`config.mk`:
```
export PLATFORM = sky130hd
export DESIGN_NAME = deep_halt_mode_control
export DESIGN_NICKNAME = d
export VERILOG_FILES = /design/src/logic/warmup_counter.v /design/src/logic/deep_halt_mode_control.v
export VERILOG_INCLUDE_DIRS = /design/src /design/src/logic
export SDC_FILE = /design/constraint.sdc
export NUM_CORES = 1
export LEC_CHECK = 0
export BUFFER_PORTS_ARGS = -buffer_cell sky130_fd_sc_hd__buf_4
export CORE_UTILIZATION = 57
export DETAILED_ROUTE_END_ITERATION = 10
export PLACE_DENSITY = 0.82
export SYNTH_ARGS = -nofsm -noshare
export SYNTH_HDL_FRONTEND = slang
export SYNTH_SLANG_ARGS = --single-unit
export TNS_END_PERCENT = 20
```
`constraint.sdc`:
```
create_clock -name ref_clk -period 4 [get_ports ref_clk]
set_input_delay 0.6 -clock ref_clk [delete_from_list [all_inputs] [get_ports ref_clk]]
set_output_delay 0.6 -clock ref_clk [all_outputs]
set_load 0.05 [all_outputs]
```
`src/logic/deep_halt_consts.vh`:
```
`ifndef DEEP_HALT_CONSTS_VH
`define DEEP_HALT_CONSTS_VH
`define SYSCTL1_OFS 8'h38
`define STATUS_OFS 8'h3A
`define MASK_OFS 8'h3B
`define SYSCTL1_RST 8'h00
`define BIT_HALT 7
`define BIT_METHOD 6
`define BIT_TARGET 5
`define BIT_HOLD 4
`define WUT_HI 3
`define WUT_LO 2
`define WU_FAST_00 24'h030000
`define WU_FAST_01 24'h010000
`define WU_FAST_10 24'h00C000
`define WU_FAST_11 24'h004000
`define WU_SLOW_00 24'h006000
`define WU_SLOW_01 24'h002000
`define WU_SLOW_10 24'h0000C0
`define WU_SLOW_11 24'h000040
`endif

```
`src/logic/warmup_counter.v`:
```
`timescale 1ns/1ps
`include "deep_halt_consts.vh"
module warmup_counter #(
  parameter WIDTH = 24
) (
  input wire ref_clk,
  input wire reset,
  input wire start,
  input wire oscTick,
  input wire slowSel,
  input wire [1:0] warmupSel,
  output reg done
);
  reg [WIDTH-1:0] count_r;
  reg [WIDTH-1:0] limit;
  reg running_r;
  always @* begin
    case ({slowSel, warmupSel})
      3'h0: limit = `WU_FAST_00;
      3'h1: limit = `WU_FAST_01;
      3'h2: limit = `WU_FAST_10;
      3'h3: limit = `WU_FAST_11;
      3'h4: limit = `WU_SLOW_00;
      3'h5: limit = `WU_SLOW_01;
      3'h6: limit = `WU_SLOW_10;
      default: limit = `WU_SLOW_11;
    endcase
  end
  always @(posedge ref_clk) begin
    if (reset) begin
      count_r <= {WIDTH{1'b0}};
      running_r <= 1'b0;
      done <= 1'b0;
    end else begin
      done <= 1'b0;
      if (start) begin
        count_r <= {WIDTH{1'b0}};
        running_r <= 1'b1;
      end else if (running_r && oscTick) begin
        if (count_r == limit - 1'b1) begin
          running_r <= 1'b0;
          done <= 1'b1;
        end
        count_r <= count_r + 1'b1;
      end
    end
  end
endmodule

```
`src/logic/deep_halt_mode_control.v`:
```
// The implementer's own choice: the strobed register port.
`timescale 1ns/1ps
`include "deep_halt_consts.vh"
module deep_halt_mode_control (
  input wire ref_clk,
  input wire reset,
  input wire [7:0] addr,
  input wire [7:0] wrData,
  input wire wrStrobe,
  input wire rdStrobe,
  output reg [7:0] rdData,
  input wire wakePinIn,
  input wire [7:0] portIn,
  input wire [7:0] portOutLatch,
  input wire fastOscTick,
  input wire slowOscTick,
  input wire slowRunning,
  output reg wakePinOe,
  output reg [7:0] portOut,
  output reg [7:0] portOe,
  output reg [7:0] portInToCore,
  output reg coreHalt,
  output reg fastOscEn,
  output reg slowOscEn,
  output reg slowRunSel,
  output reg prescalerClear,
  output reg irq
);
  localparam ST_RUN = 2'h0;
  localparam ST_HALT = 2'h1;
  localparam ST_WARM = 2'h2;
  reg [1:0] state_r;
  reg [1:0] state_nxt;
  reg haltBit_r;
  reg methodLevel_r;
  reg targetSlow_r;
  reg pinHold_r;
  reg [1:0] warmupSel_r;
  reg [2:0] status_r;
  reg [2:0] mask_r;
  reg wakeSync1_r;
  reg wakeSync2_r;
  reg wakePrev_r;
  reg warmSlow_r;
  reg [7:0] portIn1_r;
  reg [7:0] portIn2_r;
  wire warmDone;
  wire wakeRise;
  wire wakeHit;
  wire enterReq;
  wire ctlWrite;
  wire startWarm;
  wire releaseSlow;
  wire holdNow;
  reg [2:0] events;
  integer i;

  assign ctlWrite = wrStrobe && addr == `SYSCTL1_OFS;
  assign enterReq = ctlWrite && wrData[`BIT_HALT] && state_r == ST_RUN;
  assign wakeRise = wakeSync2_r && !wakePrev_r;
  assign wakeHit = methodLevel_r ? wakeSync2_r : wakeRise;
  // in level method, an already-high pin goes straight to warm-up
  assign startWarm = (state_r == ST_HALT && wakeHit) ||
    (enterReq && wrData[`BIT_METHOD] && wakeSync2_r);
  assign releaseSlow = enterReq ? wrData[`BIT_TARGET] : targetSlow_r;
  // pin-hold of the entering write, not the stale one
  assign holdNow = enterReq ? wrData[`BIT_HOLD] : pinHold_r;

  warmup_counter #(
    .WIDTH(24)
  ) u_warm (
    .ref_clk(ref_clk),
    .reset(reset),
    .start(startWarm),
    .oscTick(warmSlow_r ? slowOscTick : fastOscTick),
    .slowSel(warmSlow_r),
    .warmupSel(warmupSel_r),
    .done(warmDone)
  );

  always @* begin
    state_nxt = state_r;
    case (state_r)
      ST_RUN: begin
        if (startWarm)
          state_nxt = ST_WARM;
        else if (enterReq)
          state_nxt = ST_HALT;
      end
      ST_HALT: begin
        if (startWarm)
          state_nxt = ST_WARM;
      end
      ST_WARM: begin
        if (warmDone)
          state_nxt = ST_RUN;
      end
      default: state_nxt = ST_RUN;
    endcase
  end

  always @* begin
    events = 3'h0;
    events[0] = state_r == ST_RUN && state_nxt != ST_RUN;
    events[1] = startWarm;
    events[2] = state_r == ST_WARM && warmDone;
  end

  // two-stage sync for outside pins
  always @(posedge ref_clk) begin
    if (reset) begin
      wakeSync1_r <= 1'b0;
      wakeSync2_r <= 1'b0;
      wakePrev_r <= 1'b0;
      portIn1_r <= 8'h00;
      portIn2_r <= 8'h00;
    end else begin
      wakeSync1_r <= wakePinIn;
      wakeSync2_r <= wakeSync1_r;
      wakePrev_r <= wakeSync2_r;
      portIn1_r <= portIn;
      portIn2_r <= portIn1_r;
    end
  end

  always @(posedge ref_clk) begin
    if (reset) begin
      // reset returns to fast single run
      state_r <= ST_RUN;
      haltBit_r <= 1'b0;
      methodLevel_r <= 1'b0;
      targetSlow_r <= 1'b0;
      pinHold_r <= 1'b0;
      warmupSel_r <= 2'h0;
      warmSlow_r <= 1'b0;
      status_r <= 3'h0;
      mask_r <= 3'h0;
      rdData <= 8'h00;
    end else begin
      state_r <= state_nxt;
      if (ctlWrite && state_r == ST_RUN) begin
        haltBit_r <= wrData[`BIT_HALT];
        methodLevel_r <= wrData[`BIT_METHOD];
        targetSlow_r <= wrData[`BIT_TARGET];
        pinHold_r <= wrData[`BIT_HOLD];
        warmupSel_r <= wrData[`WUT_HI:`WUT_LO];
      end
      if (enterReq)
        warmSlow_r <= wrData[`BIT_TARGET];
      if (state_r == ST_WARM && warmDone)
        haltBit_r <= 1'b0;
      if (wrStrobe && addr == `MASK_OFS)
        mask_r <= wrData[2:0];
      // set wins over write-one clear
      status_r <= (status_r & ~((wrStrobe && addr == `STATUS_OFS) ? wrData[2:0] : 3'h0)) | events;
      rdData <= 8'h00;
      if (rdStrobe) begin
        case (addr)
          // low bits not driven, read zero
          `SYSCTL1_OFS: rdData <= {haltBit_r, methodLevel_r, targetSlow_r, pinHold_r, warmupSel_r, 2'h0};
          `STATUS_OFS: rdData <= {5'h00, status_r};
          `MASK_OFS: rdData <= {5'h00, mask_r};
          default: rdData <= 8'h00;
        endcase
      end
    end
  end

  // registered outputs
  always @(posedge ref_clk) begin
    if (reset) begin
      coreHalt <= 1'b0;
      fastOscEn <= 1'b1;
      slowOscEn <= 1'b0;
      slowRunSel <= 1'b0;
      prescalerClear <= 1'b0;
      wakePinOe <= 1'b0;
      portOut <= 8'h00;
      portOe <= 8'h00;
      portInToCore <= 8'h00;
      irq <= 1'b0;
    end else begin
      // core held through halt and warm-up
      coreHalt <= state_nxt != ST_RUN;
      fastOscEn <= state_nxt == ST_RUN ? !slowRunSel || slowRunning :
        (state_nxt == ST_WARM && !releaseSlow);
      slowOscEn <= state_nxt == ST_RUN ? slowRunning : (state_nxt == ST_WARM && (releaseSlow || slowRunning));
      if (state_r == ST_WARM && warmDone)
        slowRunSel <= warmSlow_r;
      prescalerClear <= state_nxt != ST_RUN;
      wakePinOe <= 1'b0;
      portOut <= portOutLatch;
      for (i = 0; i < 8; i = i + 1) begin
        portOe[i] <= (state_nxt == ST_RUN) || holdNow;
        portInToCore[i] <= (state_nxt != ST_RUN && !holdNow) ? 1'b0 : portIn2_r[i];
      end
      irq <= |(status_r & mask_r);
    end
  end
endmodule

```
# Word-level counts from Yosys, hierarchy flattened
# Cells that the tools add are included.
# classes
add_sub_neg	2
n_eq_ne	13
n_mux	18
bitwise	6
reduce_logical	37
# ops
operator	count
case mux 18 bit (7 select lines)	1
adder 24 x 1 -> 24 bit (second input constant)	1
equality test 24 bit	1
equality test 8 x 6 -> 1 bit (second input constant)	3
case mux 8 bit (3 select lines)	1
subtractor 18 x 1 -> 19 bit (second input constant)	1
logical AND 1 bit	16
two-way mux 1 bit	10
equality test 3 bit (second input constant)	3
two-way mux 2 bit	4
OR reduction 2 bit	4
AND 3 bit	2
equality test 3 x 2 -> 1 bit (second input constant)	2
case mux 2 bit (3 select lines)	1
nonzero test 2 bit	3
OR reduction 3 bit	2
equality test 2 bit (second input constant)	2
zero test 1 bit	4
zero test 2 bit	2
logical OR 1 bit	4
equality test 3 x 1 -> 1 bit (second input constant)	1
zero test 3 bit	1
two-way mux 3 bit	1
NOT 3 bit	1
4 further kinds	5
# totals
reg_bits	90
input_bits	40
output_inout_bits	39
wordCells	102

# Longest topological paths before layout
# logic_depth
ltp_word	12
ltp_mapped	8

# Cells and area by module
# From an unflattened synthesis, not the netlist that was laid out.
# unflattened
hier_cells	375
hier_area_um2	3567.2
# modules_own_cells
module	n_inst	cells_per_inst	area_per_inst_um2
deep_halt_mode_control	1	218	2239.6
warmup_counter	1	157	1327.5

# Worst setup path after synthesis
# OpenSTA, ideal clock, no wires.
# synth_timing
path_kind	input -> register
startpoint	input addr[1]
endpoint	register state_r[0]
setup_time_ns	0.117
t_arrival_ns	2.272
required_time_ns	3.883
path_slack_ns	1.612
cell_stages	7
path_cell_list	clkbuf_1 or4_4 nor4_4 a31oi_2 nand2_2 buf_6 nor2_1
# synth_between
elab_chain_len	9
word_cells_on_any_way	11
# synth_lines
item	line	rtl
start: declaration	deep_halt_mode_control.v:7	input wire [7:0] addr,
equality test 8 x 6 -> 1 bit *	--	
logical AND 1 bit (no line) *	--	
logical AND 1 bit * (2 in a row)	deep_halt_mode_control.v:59	assign enterReq = ctlWrite && wrData[`BIT_HALT] && state_r == ST_RUN;
logical AND 1 bit (2 in a row)	deep_halt_mode_control.v:64	(enterReq && wrData[`BIT_METHOD] && wakeSync2_r);
logical OR 1 bit	deep_halt_mode_control.v:63	assign startWarm = (state_r == ST_HALT && wakeHit) ||
two-way mux 2 bit (on tied branches)	deep_halt_mode_control.v:91, deep_halt_mode_control.v:85	
case mux 2 bit (3 select lines) *	deep_halt_mode_control.v:83	case (state_r)
end signal: assignment	deep_halt_mode_control.v:140	state_r <= state_nxt;
end: declaration	deep_halt_mode_control.v:32	reg [1:0] state_r;
# Mark *: on every way between the ends. The rest lies on a longest branch, timed or not.
# A chain may end at the register's enable or synchronous reset.

# Worst setup path in the final report
# layout_timing
startpoint	register warmSlow_r
endpoint	register u_warm.count_r[23]
# layout_between
elab_chain_len	2
# layout_lines
item	line	rtl
start: declaration	deep_halt_mode_control.v:44	reg warmSlow_r;
start signal: assignment	deep_halt_mode_control.v:149	warmSlow_r <= wrData[`BIT_TARGET];
two-way mux 1 bit	deep_halt_mode_control.v:75	.oscTick(warmSlow_r ? slowOscTick : fastOscTick),
logical AND 1 bit	warmup_counter.v:39	end else if (running_r && oscTick) begin
end signal: assignment	warmup_counter.v:31	count_r <= {WIDTH{1'b0}};
end signal: assignment	warmup_counter.v:37	count_r <= {WIDTH{1'b0}};
end signal: assignment	warmup_counter.v:44	count_r <= count_r + 1'b1;
end: declaration	warmup_counter.v:14	reg [WIDTH-1:0] count_r;
# Every way passes these cells.

==> impl_summary.md <==
Power
Summed over all cells, the static leakage comes to roughly 1.7 nW. The peak supply drop is 249 uV. The overall power after layout is 1.64 mW. In this run the power density over the cells is 386 nW/um2.

Clocking
Once the clock tree was built, the setup fixing pass inserted 0 buffers. The root buffer cell chosen for the clock tree is sky130_fd_sc_hd__clkbuf_8. The TritonCTS sink count is 90. Clock-pin slew was measured on the worst setup and hold paths at around 0.09 ns.

Once the clock tree was built, the resizer swapped 0 gates to a different size. TritonCTS built the clock tree. The maximum level of the CTS H-tree is 3. In this run the deepest clock path goes through 2 buffers. Buffers inserted to repair hold after CTS numbered 0. At the later pin of the worst-skew pair, clock insertion delay measures ~0.35 ns. The number of buffers created by CTS is 9.

Worst setup path
The largest driver fanout on the critical path is 13. The worst register-to-register path ends at u_warm.count_r[23]$_SDFFE_PP0P_. The launch point of the worst reg-to-reg path is warmSlow_r$_SDFFE_PP0N_. The start point of the critical path is warmSlow_r$_SDFFE_PP0N_.

Walking the worst path, the cells encountered are mux2_2 > nand3_1 > nor3_1 > or3b_2 > a21oi_1. At the worst endpoint, the required time is 4.28 ns. The kind of critical path is reg2reg.

The biggest cell delay along the critical path is 0.62 ns. For flop-to-flop paths, the worst setup slack is 1.54 ns. For the worst flop-to-flop path, the logic depth is 5. The category of the worst setup path launch point is a register. STA puts the critical path data arrival time at 2.74 ns.

The endpoint kind of the worst setup timing path is a register. Following the worst setup path forward leads to its endpoint at u_warm.count_r[23]$_SDFFE_PP0P_. The slowest stage of the critical path belongs to the cell sky130_fd_sc_hd__dfxtp_1.

Final layout
In the final layout, the share of cells above drive strength 1 is 0.228. For this run, the post-layout net count is 476. The number of antenna repair diodes is 0. The filler cells instantiated in the layout total between 400 and 500.

Relative to the synthesized area, the layout overhead comes to 20.7%.

Synthesis
For this run, the register share of the synthesized area comes to 0.511. By count the netlist is led by sky130_fd_sc_hd__dfxtp_1, sky130_fd_sc_hd__nor2_1, sky130_fd_sc_hd__nor2b_1. The synthesized instance count is 369. After synthesis, the cell types taking the most area are sky130_fd_sc_hd__dfxtp_1, sky130_fd_sc_hd__nor2_1, sky130_fd_sc_hd__nor2b_1.

The cell taking the most area after synthesis is sky130_fd_sc_hd__dfxtp_1. The number of flops mapped to enable cells by yosys is 0. The most used flip-flop cell after synthesis is sky130_fd_sc_hd__dfxtp_1.

The most used standard cell by instance count after synthesis is sky130_fd_sc_hd__dfxtp_1. The count of different cell masters after synthesis is 49. After synthesis, the share of flip-flops with an asynchronous set or reset is 0. The share of synthesized area in the top cell type comes to 0.511.

The number of synthesized register bits is 90. Yosys printed 0 warnings. After synthesis the cells add up to 3520 um2. The synthesized area per cell is 9.55 um2. The number of nets handed over by synthesis was ~400.

Global route
The total grt overflow is 0. The number of global-route vias before repair is 2567. Entering global routing, the biggest net connects 47 pins. The global routing usage summed across all routing layers is 0.229. The global-route wire length before repair is 11.4 mm. The initial antenna violation count came to 0.

Place
The post-detailed-placement half-perimeter wirelength is 4.75 mm. The count of input and output buffers is 77. The placer's final routability congestion estimate is 0.798.

Detailed routing
The post-detailed-route DRC marker count is 0. The detail route stage leaves a number of antenna-violating nets equal to 0. In the routed layout, each cell is associated on average with a via count of approximately 5.3. The first routing iteration left 155 violations.

The average wire per standard cell is between 10 and 15 um. The first TritonRoute pass finished after 4 iterations. The detailed-route wire length is roughly 6.7 mm.

Across all layers, the routed design uses 2743 vias.

STA
The highest clock frequency the design can meet is 407 MHz. The minimum period implied by the final worst setup slack is 2.46 ns. Measured against its own limit, the worst slew margin works out to 0.526. Of the available clock period, the critical path in the final layout requires 0.614. The count of final max-slew check failures is 0. Setup repair after global routing left no endpoint under its margin. The final-report hold violation count is 0. On the final layout, the worst clock skew is a little under 0.009 ns. For the pin with the worst max-slew slack, the measured transition is 0.706 ns.

The setup TNS is 0 ns. Setup violations remaining at the end of the flow were counted as 0.

Die
between 70 and 80 I/O pins were placed. The core box area is 5960 um2. The floorplan has 28 rows. The floorplan step defined a die boundary enclosing approximately 6500 um2. The effective utilization at floorplan is 0.592.

The die is 80.6 um tall. The floorplan step set the die width to 80.6 um.

Status
The run finished with clean final reports.

Run
The number of max-capacitance violations reported is 0.

Hold path
The tightest min-delay check is of the reg2reg type.
==> cell families after synthesis <==
kind of cell	Yosys count	synth area share
fa+ha+maj	2	0.00710
mux	16	0.0458
other cells	1	0.00106
flops	90	0.511
simple gates	179	0.277
compound gates	23	0.0465
xor+xnor	25	0.0621
buf+inv	33	0.0494
==> metal layers <==
layer | global-route usage | vias up | wire [um]
li1 | - | 1358 | -
met2 | 0.383 | 76 | 3250
met1 | 0.271 | 1292 | 2980
met4 | 0.130 | 0 | 181
met3 | 0.0466 | 17 | 334
met5 | 0 | - | 0
==> layout make-up <==
cell class | count | area (um2) | share of cell area
multi-input combinational | 246 | 1550 | 0.364
timing repair buffer | 77 | 578 | 0.136
inverter | 10 | 37.5 | 0.00883
clock inverter | 6 | 55.1 | 0.0129
tap | 75 | 93.8 | 0.0221
sequential | 90 | 1800 | 0.424
clock buffer | 10 | 138 | 0.0324
==> critical path, delay by kind of cell (launching register included) <==
family           cells  cell delay (ns)
multiplexers         1             0.32
AO/OA/AOI/OAI        1             0.14
AND/OR/NAND/NOR      3             1.30
flip-flops           1             0.62
==> sequential cells by signal, summed over array words and instances (netlist names), 3 cells and up <==
signal and flops:
mask_r 3, portIn1_r 8, portIn2_r 8, portInToCore 8, portOut 8, rdData 8
status_r 3, u_warm.count_r 24
==> stage by stage <==
stage | std cells | hold slack [ns] | utilization | worst slack [ns] | area (um2)
after floorplan | 369 | 0.406 | - | 1.61 | 3520
after global routing | 514 | 0.436 | 0.714 | 1.40 | 4250
final | 514 | 0.431 | 0.714 | 1.54 | 4250
after global placement | 498 | 0.409 | 0.682 | 1.32 | 4060
after detailed placement | 498 | 0.410 | 0.682 | 1.24 | 4060
after CTS | 514 | 0.432 | 0.714 | 1.57 | 4250
==> cells in the final DEF, fill, tap and decap left out, drive strengths merged, types with 5 or more instances in the layout <==
cell type  count
dfxtp         90
buf           77
nor2          56
nor2b         31
xnor2         22
mux2i         15
nand2         15
and2          14
inv           14
nor3          13
nand3         11
clkbuf        10
a21oi          7
nor4           7
nand2b         5
==> where the power goes <==
group | total (mW) | internal, mW | leakage [nW] | switching [mW]
clock network | 0.599 | 0.256 | 0.0998 | 0.343
logic | 0.125 | 0.0503 | 0.915 | 0.0743
registers | 0.916 | 0.911 | 0.732 | 0.00469
total | 1.64 | 1.22 | 1.75 | 0.422
==> how the worst min path moves through the flow <==
stage	from	end	cells past startpoint
floorplan	portIn2_r[0]$_SDFF_PP0_	portInToCore[0]$_SDFF_PP0_	1
global placement	portIn2_r[5]$_SDFF_PP0_	portInToCore[5]$_SDFF_PP0_	1
detailed placement	portIn2_r[6]$_SDFF_PP0_	portInToCore[6]$_SDFF_PP0_	1
CTS	portIn2_r[6]$_SDFF_PP0_	portInToCore[6]$_SDFF_PP0_	1
global route	portIn[5]	portIn1_r[5]$_SDFF_PP0_	2
finish	portIn2_r[6]$_SDFF_PP0_	portInToCore[6]$_SDFF_PP0_	1
No activity file was read; power rests on OpenSTA's default activity.
